### config.mk
export PLATFORM = sky130hd
export DESIGN_NAME = vout_fault_response_logic
export DESIGN_NICKNAME = d
export VERILOG_FILES = /design/src/logic/vout_fault_pkg.sv /design/src/logic/vout_fault_response_logic.sv
export VERILOG_INCLUDE_DIRS = /design/src /design/src/logic
export SDC_FILE = /design/constraint.sdc
export NUM_CORES = 1
export LEC_CHECK = 0
export BUFFER_PORTS_ARGS = -buffer_cell sky130_fd_sc_hd__buf_4
export CAP_MARGIN = 10
export CORE_AREA = 3 3 113 115
export DETAILED_ROUTE_END_ITERATION = 12
export DIE_AREA = 0 0 116 118
export PLACE_DENSITY = 0.81
export SETUP_SLACK_MARGIN = 0.15
export SLEW_MARGIN = 20
export SYNTH_ARGS = -nofsm -noshare
export SYNTH_HDL_FRONTEND = slang
export SYNTH_SLANG_ARGS = --single-unit
### constraint.sdc
create_clock -name core_clk_i -period 7.45 [get_ports core_clk_i]
set_input_delay 1.49 -clock core_clk_i [delete_from_list [all_inputs] [get_ports core_clk_i]]
set_output_delay 1.49 -clock core_clk_i [all_outputs]
set_load 0.1 [all_outputs]
### src/logic/vout_fault_params.svh
// Constants for the output-voltage fault response logic
`ifndef VOUT_FAULT_PARAMS_SVH
`define VOUT_FAULT_PARAMS_SVH
`define UV_RESP_RESET       8'hB8
`define OV_RESP_RESET       8'h80
`define RESP_ACTION_MSB     7
`define RESP_ACTION_LSB     6
`define RESP_RETRY_MSB      5
`define RESP_RETRY_LSB      3
`define RESP_DELAY_MSB      2
`define RESP_DELAY_LSB      0
`define RETRY_ENDLESS       3'h7
`define STEP_TIME_NS        10000
`define CLK_PERIOD_NS       25
`define STEP_CYCLES         (`STEP_TIME_NS / `CLK_PERIOD_NS)
`define RETRY_MS_RESET      16'h015E
`define CYCLES_PER_MS       40000
`define VOUT_UV_BIT         4
`define VOUT_OV_BIT         7
`define WORD_VOUT_BIT       15
`endif

### src/logic/vout_fault_pkg.sv
// Types for the output-voltage fault response logic
package vout_fault_pkg;
  typedef enum logic [1:0] {
    ACT_CONTINUE = 2'h0,
    ACT_DELAYED  = 2'h1,
    ACT_NOW      = 2'h2,
    ACT_BAD      = 2'h3
  } action_t;
  typedef enum logic [1:0] {
    ST_RUN   = 2'h0,
    ST_WAIT  = 2'h1,
    ST_OFF   = 2'h3,
    ST_RETRY = 2'h2
  } resp_state_t;
endpackage : vout_fault_pkg

### src/logic/vout_fault_response_logic.sv
// Output under/overvoltage fault response, status and alert logic
`timescale 1ns/1ps
`default_nettype none
`include "vout_fault_params.svh"
// Operation
// - Undervoltage fault sets the output-voltage summary bit of status word.
// - Undervoltage fault sets the undervoltage bit of output-voltage status.
// - Output-voltage fault raises alert unless its source is masked.
// - Undervoltage response setting is a single data byte.
// - Status bits set on fault whatever response field is chosen.
// - Response 00 keeps running forever, hardware reaction only.
// - Response 01 runs for delay; lasting fault disables, then retry field.
// - Response 10 disables at once, then follows retry field.
// - Writing response 11 is refused and flags a communication fault.
// - Latched faults clear by clear, off-on, restore, vendor reset, power.
// - Writing one to an output-voltage status bit clears that fault.
// - Retry 000-110: no restart; stays off until cleared or off-on.
// - Retry 111: endless restarts spaced by retry interval.
// - Retrying stops on off command, power loss, or forced shutdown.
// - Delay field counts persistence in 10 us steps.
// - Hardware reaction still applies during persistence delay.
// - Overvoltage setting shares layout and meaning with undervoltage.
// - Retry interval in ms, default 350 ms.
// - Overvoltage setting is read-only, one byte.
module vout_fault_response_logic #(
  parameter int CYCLES_PER_MS = `CYCLES_PER_MS
) (
  input  wire logic        core_clk_i,
  input  wire logic        rst_n_i,
  input  wire logic        clk_en_i,
  input  wire logic        uv_detect_i,
  input  wire logic        ov_detect_i,
  input  wire logic        uv_mask_i,
  input  wire logic        ov_mask_i,
  input  wire logic        run_cmd_i,
  input  wire logic        clear_faults_i,
  input  wire logic        restore_user_all_i,
  input  wire logic        vendor_soft_reset_command_i,
  input  wire logic        forced_shutdown_i,
  input  wire logic        uv_resp_wr_i,
  input  wire logic [7:0]  uv_resp_data_i,
  input  wire logic        retry_wr_i,
  input  wire logic [15:0] retry_interval_setting_i,
  input  wire logic        status_vout_wr_i,
  input  wire logic [7:0]  status_vout_data_i,
  output logic [7:0]       undervoltage_response_setting_o,
  output logic [7:0]       overvoltage_response_setting_o,
  output logic [7:0]       status_vout_o,
  output logic [15:0]      status_word_o,
  output logic             cml_fault_o,
  output logic             alert_o,
  output logic             output_enable_o,
  output logic             hw_reaction_o
);
  import vout_fault_pkg::*;

  // ************************************************************
  // Settings and status
  // ************************************************************
  logic [7:0]  uv_resp;
  logic [7:0]  next_uv_resp;
  logic [15:0] retry_ms;
  logic [15:0] next_retry_ms;
  logic        uv_flag;
  logic        next_uv_flag;
  logic        ov_flag;
  logic        next_ov_flag;
  logic        cml;
  logic        next_cml;
  logic        run_q;
  logic        clear_all;
  logic        off_on;

  assign off_on    = run_cmd_i & ~run_q;
  // Off-then-on seen as run rising edge
  assign clear_all = clear_faults_i | restore_user_all_i
                   | vendor_soft_reset_command_i | off_on;

  always_comb begin
    next_uv_resp  = uv_resp;
    next_retry_ms = retry_ms;
    next_cml      = cml & ~clear_all;
    if (uv_resp_wr_i) begin
      if (uv_resp_data_i[`RESP_ACTION_MSB:`RESP_ACTION_LSB] == ACT_BAD) begin
        next_cml = 1'b1;
      end else begin
        next_uv_resp = uv_resp_data_i;
      end
    end
    if (retry_wr_i) begin
      next_retry_ms = retry_interval_setting_i;
    end
    // Set wins over clear for both flags
    next_uv_flag = uv_flag;
    next_ov_flag = ov_flag;
    if (clear_all) begin
      next_uv_flag = 1'b0;
      next_ov_flag = 1'b0;
    end
    if (status_vout_wr_i && status_vout_data_i[`VOUT_UV_BIT]) begin
      next_uv_flag = 1'b0;
    end
    if (status_vout_wr_i && status_vout_data_i[`VOUT_OV_BIT]) begin
      next_ov_flag = 1'b0;
    end
    if (uv_detect_i) begin
      next_uv_flag = 1'b1;
    end
    if (ov_detect_i) begin
      next_ov_flag = 1'b1;
    end
  end

  always_ff @(posedge core_clk_i or negedge rst_n_i) begin
    if (!rst_n_i) begin
      uv_resp  <= `UV_RESP_RESET;
      retry_ms <= `RETRY_MS_RESET;
      uv_flag  <= 1'b0;
      ov_flag  <= 1'b0;
      cml      <= 1'b0;
      run_q    <= 1'b0;
    end else if (clk_en_i) begin
      uv_resp  <= next_uv_resp;
      retry_ms <= next_retry_ms;
      uv_flag  <= next_uv_flag;
      ov_flag  <= next_ov_flag;
      cml      <= next_cml;
      run_q    <= run_cmd_i;
    end
  end

  // Overvoltage setting is fixed: no write path exists
  assign overvoltage_response_setting_o = `OV_RESP_RESET;
  assign undervoltage_response_setting_o = uv_resp;
  assign status_vout_o = {ov_flag, 2'h0, uv_flag, 4'h0};
  assign status_word_o = {uv_flag | ov_flag, 15'h0};
  assign cml_fault_o   = cml;
  assign alert_o = (uv_flag & ~uv_mask_i) | (ov_flag & ~ov_mask_i);

  // ************************************************************
  // Response sequencer
  // ************************************************************
  // Overvoltage takes priority; it uses the same field decode
  logic        sel_ov;
  logic        fault_now;
  logic [7:0]  resp;
  action_t     act;
  logic [2:0]  retry_f;
  resp_state_t state;
  resp_state_t next_state;
  logic [31:0] cnt;
  logic [31:0] next_cnt;
  logic [31:0] delay_cycles;
  logic [31:0] retry_cycles;
  logic        off_ov;
  logic        next_off_ov;
  localparam logic [7:0] OV_RESP = `OV_RESP_RESET;

  assign sel_ov    = ov_detect_i;
  assign fault_now = uv_detect_i | ov_detect_i;
  assign resp      = sel_ov ? `OV_RESP_RESET : uv_resp;
  assign act       = action_t'(resp[`RESP_ACTION_MSB:`RESP_ACTION_LSB]);
  // Retry follows the fault that caused the shutdown, not the live one
  assign retry_f   = off_ov ? OV_RESP[`RESP_RETRY_MSB:`RESP_RETRY_LSB]
                            : uv_resp[`RESP_RETRY_MSB:`RESP_RETRY_LSB];
  assign delay_cycles = 32'(resp[`RESP_DELAY_MSB:`RESP_DELAY_LSB])
                      * 32'(`STEP_CYCLES);
  assign retry_cycles = 32'(retry_ms) * 32'(CYCLES_PER_MS);
  // Fixed reaction runs regardless of programmed action
  assign hw_reaction_o = fault_now;

  always_comb begin
    next_state  = state;
    next_cnt    = cnt;
    next_off_ov = off_ov;
    case (state)
      ST_RUN: begin
        next_cnt = 32'h0;
        if (fault_now && act == ACT_NOW) begin
          next_state  = ST_OFF;
          next_off_ov = sel_ov;
        end else if (fault_now && act == ACT_DELAYED) begin
          next_state = ST_WAIT;
          next_cnt   = 32'h1;
        end
      end
      ST_WAIT: begin
        if (!fault_now || act != ACT_DELAYED) begin
          next_state = ST_RUN;
          next_cnt   = 32'h0;
        end else if (cnt >= delay_cycles) begin
          next_state  = ST_OFF;
          next_cnt    = 32'h0;
          next_off_ov = 1'b0;
        end else begin
          next_cnt = cnt + 32'h1;
        end
      end
      ST_OFF: begin
        next_cnt = 32'h0;
        if (off_on || clear_all) begin
          next_state = ST_RUN;
        end else if (retry_f == `RETRY_ENDLESS && !forced_shutdown_i
                     && run_cmd_i) begin
          next_state = ST_RETRY;
        end
      end
      ST_RETRY: begin
        if (!run_cmd_i || forced_shutdown_i) begin
          next_state = ST_OFF;
          next_cnt   = 32'h0;
        end else if (cnt + 32'h1 >= retry_cycles) begin
          next_state = ST_RUN;
          next_cnt   = 32'h0;
        end else begin
          next_cnt = cnt + 32'h1;
        end
      end
      default: begin
        next_state = ST_RUN;
        next_cnt   = 32'h0;
      end
    endcase
  end

  always_ff @(posedge core_clk_i or negedge rst_n_i) begin
    if (!rst_n_i) begin
      state  <= ST_RUN;
      cnt    <= 32'h0;
      off_ov <= 1'b0;
    end else if (clk_en_i) begin
      state  <= next_state;
      cnt    <= next_cnt;
      off_ov <= next_off_ov;
    end
  end

  assign output_enable_o = run_cmd_i && (state == ST_RUN || state == ST_WAIT);
endmodule : vout_fault_response_logic
`default_nettype wire

# Yosys cells after proc, flatten, opt, wreduce, memory -nomap -nowiden
# Cells that the tools add are included.
# Widths: inputs -> output; s select.
# word_totals
in_bits	47
register_bits	63
# classes
muxes	29
addsub	1
n_eq_ne	15
magnitude_cmp	2
n_mul	2
n_bitwise	15
reduce_logical	24
# ops
cell	n
$mux 32	4
$pmux 32 s4	1
$add 32x1->32 const B	1
$ge 32x12->1	1
$ge 32x32->1	1
$mul 16x10->26 const B	1
$mux 2	8
$mux 1	12
$ne 3x3->1 const B	4
$reduce_and 5->1	2
$eq 2x2->1 const B	4
$mul 3x5->8 const B	1
$mux 8	1
$pmux 2 s4	1
$logic_and 1x1->1	7
$ne 2x2->1 const B	3
$or 1x1->1	6
$reduce_and 2->1	3
$reduce_bool 3->1	2
$not 1->1	5
$and 1x1->1	4
$eq 2x1->1 const B	2
$logic_or 1x1->1	4
$eq 3x3->1 const B	1
other kinds (7)	9

# Longest topological paths before layout
# depth
depth_word	7
ltp_mapped	31
depth_no_buf	29

# Worst setup path before layout
# Ideal clock, no wire load.
# synth_path
kind	flip-flop to flip-flop
start	reg retry_ms[4]
end	reg cnt[11]
stages_incl_launch_ff	29
t_required_ns	7.372
arrival_time_ns	6.245
synth_period_minus_slack_ns	6.323
slack_ns	1.127
cell_sequence	dfstp_2 -> inv_1 -> fa_1 -> inv_1 -> ha_1 -> inv_1 -> fa_1 -> inv_1 -> ha_1 -> inv_1 -> fa_1 -> inv_1 -> ha_1 -> or3_1 -> o211a_1 -> o311a_1 -> or3_1 -> nand2_1 -> ha_1 -> a21o_1 -> a21o_1 -> a221oi_1 -> nor3_1 -> o21ai_0 -> a21bo_1 -> buf_4 -> buf_6 -> buf_4 -> o2bb2ai_1
# synth_between
elab_chain_len	5
# synth_lines
item	line_no	text
start, declared	vout_fault_response_logic.sv:62	logic [15:0] retry_ms;
start signal, assigned	vout_fault_response_logic.sv:117	retry_ms <= `RETRY_MS_RESET;
start signal, assigned	vout_fault_response_logic.sv:124	retry_ms <= next_retry_ms;
$mul 16x10->26	vout_fault_response_logic.sv:168	assign retry_cycles = 32'(retry_ms) * 32'(CYCLES_PER_MS);
$ge 32x32->1	vout_fault_response_logic.sv:212	end else if (cnt + 32'h1 >= retry_cycles) begin
$mux 32	vout_fault_response_logic.sv:212	
$mux 32	vout_fault_response_logic.sv:209	if (!run_cmd_i || forced_shutdown_i) begin
$pmux 32 s4	vout_fault_response_logic.sv:176	case (state)
end signal, assigned	vout_fault_response_logic.sv:233	cnt <= next_cnt;
end, declared	vout_fault_response_logic.sv:151	logic [31:0] cnt;
# No other way between the ends.
# A chain may end at the register's enable or synchronous reset.

# Worst setup path in the final report
# layout_path
start	reg retry_ms[4]
end	reg cnt[31]
# Same word-level chain as after synthesis.

==> flow_metrics.tcl <==
set metrics [dict create \
    outcome "completed" \
    cp.arrival_ns 7.17 \
    end_kind "flip-flop" \
    rows 40 \
    hold_viol 0 \
    holdWs_ns 0.507 \
    clock_sinks 63 \
    die_w_microns 116 \
    dr_total_vias 5554 \
    grt_pass1_wl_mm 25.4 \
    cts_resized 0 \
    wl_per_cell_microns 15.8 \
    leakagePower_nw 4.15 \
    worst_pin_slew_ns 0.869 \
    netlist_instances 773 \
    powerDensity_nw_per_um2 504 \
    antenna_left 0 \
    switching_power_w 0.00198 \
    start_util_pct 59.1 \
    finalSetupTns_ns 0 \
    yosysUniqueCellTypes 66 \
    drt-pass1-iter-count 4 \
    critPathSlowestCell "dfstp_2" \
    path_max_fanout 21 \
    numCtsBuffers 9 \
    setup_violations 0 \
    netlist.area_leader.share_pct 19.7 \
    ios 91 \
    rsz0062_at_grt "no" \
    die_y_microns 118 \
    final_common_cell "inv_1" \
    required_ns 7.70 \
    coreArea_sq_um 11900 \
    p_int_w 0.00193 \
    critical_path_buf_inv_count 7 \
    max_stage_delay_ns 0.58 \
    grt_pass1_vias 5378 \
    async_reset_ff_share_pct 100 \
    antenna_cells 0 \
    drive_gt1_share_pct 15.0 \
    drv_cap 0 \
    antenna_found_initial 0 \
    synthesis.area_per_instance_sq_um 9.11 \
    grt_overflow 0 \
    area_growth_pct 10.4 \
    gp_congestion 0.839 \
    slew-limit-headroom_pct 42.0 \
    power_frac_comb_pct 77.8 \
    slew_viol_final 0 \
    fin_worst_skew_ns 0.00578 \
    p_clk_share_pct 11.3 \
    grt_max_degree 64 \
    start_kind "flip-flop" \
    critPathMostFrequentCell "inv_1" \
    drc_errors 0 \
    vias_per_cell 5.71 \
    cp_top_family "adder cells" \
    root_buffer "clkbuf_16" \
    p_total_w 0.00392 \
    finalCritPeriodShare_pct 92.9 \
    fmaxAchievable_mhz 145 \
    synthFlopType "dfrtp_1" \
    syn_area_sq_um 7040 \
    io_buffers 55 \
    synth_seq_cells 63 \
    most-common-layout-cells "inv_1, ha_1, buf_4" \
    final_nets 1013 \
    fin_crit_ns 6.92 \
    cts_buffer_depth 2 \
    postCtsSetupRepairBufs 0 \
    synth_top_area_cell "ha_1" \
    crit_type "flip-flop to flip-flop" \
    cts_tree "yes" \
    synth_edf_count 0 \
    dieArea_sq_um 13700 \
    yosysSeqAreaShare_pct 22.6 \
    ys_warn_count 0 \
    place_hpwl_mm 11.3 \
    n_fill_cell 945 \
    ctsHoldBuffers 0 \
    switching_share_pct 50.7 \
    clk_latency_ns 0.34 \
    synthTopCellsByArea "ha_1, dfrtp_1, fa_1" \
    hp-class "flip-flop to flip-flop" \
    drt_iter0_drc 308 \
    vdd_drop_max_v 0.000412 \
    routed_wl_mm 15.3 \
    grt_usage_pct 23.1 \
    utilization_pct 65.3 \
    h-tree-depth 3 \
    cts.clk_slew.worst_paths_ns 0.06 \
    p_seq_share_pct 10.9 \
]
## per-layer routing
layer | part of all wire [%] | track usage (%)
met5 | 0 | 0
met4 | 2.1 | 7.90
met3 | 4.0 | 2.37
met2 | 49 | 37.9
met1 | 44 | 31.5
## sequential cells by signal, indices dropped and copies added (netlist names)
register and cells:
state 2, run_q 1, ov_flag 1, cml_fault_o 1
off_ov 1, undervoltage_response_setting_o 8, cnt 32, uv_flag 1
retry_ms 16
## power groups by stage
| stage | registers (W) | clock network [W] | logic, W |
|---|---|---|---|
| after detailed placement | 0.000433 | 0 | 0.00293 |
| after global placement | 0.000432 | 0 | 0.00287 |
| after floorplan | 0.000467 | 0 | 0.00237 |
| final | 0.000427 | 0.000442 | 0.00305 |
| after CTS | 0.000427 | 0.000445 | 0.00302 |
| after global routing | 0.000434 | 0.000460 | 0.00344 |
## through the flow
stage / area, sq um / setup WS, ns / std cells
3_5_place_dp: 7440 / 0.443 / 956
5_1_grt: 7780 / 0.169 / 972
2_1_floorplan: 7150 / 1.13 / 800
3_3_place_gp: 7440 / 0.571 / 956
4_1_cts: 7740 / 0.405 / 972
6_report: 7780 / 0.532 / 972
## cells by family after synthesis
family / count (synthesis) / synth area share [%]
AO/OA/AOI/OAI: 132 / 13.6
XOR/XNOR: 45 / 5.60
adder cells (fa/ha/maj): 146 / 29.7
buffers and inverters: 178 / 11.5
flip-flops: 63 / 22.6
multiplexers: 25 / 3.96
other: 2 / 0.107
AND/OR/NAND/NOR: 182 / 13.0
## Yosys cell counts (5+ instances only)
| cell | number |
|---|---|
| nor4_1 | 7 |
| inv_1 | 127 |
| dfstp_2 | 10 |
| o2bb2ai_1 | 16 |
| o22ai_1 | 5 |
| and3_1 | 11 |
| buf_4 | 33 |
| nand3_1 | 19 |
| clkbuf_1 | 12 |
| fa_1 | 35 |
| dfrtp_1 | 53 |
| a21o_1 | 16 |
| o21a_1 | 5 |
| xnor2_1 | 27 |
| nor2_1 | 36 |
| ha_1 | 111 |
| mux2_2 | 23 |
| nor3_1 | 10 |
| nand2_1 | 50 |
| nand2b_1 | 8 |
| a21oi_1 | 18 |
| or3_1 | 5 |
| o21ai_1 | 11 |
| xor2_1 | 18 |
| a22o_1 | 10 |
| o21ai_0 | 14 |
| nand4_1 | 15 |
## cell type report
cell class / instances / area (sq um) / share of cell area (%)
Inverter: 130 / 488 / 6.28
Clock inverter: 7 / 81.3 / 1.05
Timing Repair Buffer: 57 / 428 / 5.50
Sequential cell: 63 / 1590 / 20.4
Multi-Input combinational cell: 559 / 4780 / 61.5
Clock buffer: 9 / 225 / 2.90
Tap cell: 147 / 184 / 2.37
## final timing paths
path / from / endpoint / slack [ns] / cells past startpoint
worst max-delay path: retry_ms[4] / cnt[31] / 0.53 / 27
worst min-delay path: off_ov / off_ov / 0.51 / 1
worst max register to register: retry_ms[4] / cnt[31] / 0.53 / 27
worst min register to register: off_ov / off_ov / 0.51 / 1
max in group asynchronous: rst_n_i / cml_fault_o / 5.64 / 1
min in group asynchronous: rst_n_i / retry_ms[5] / 1.26 / 1
Note: power is estimated with default switching activity, not from simulation.
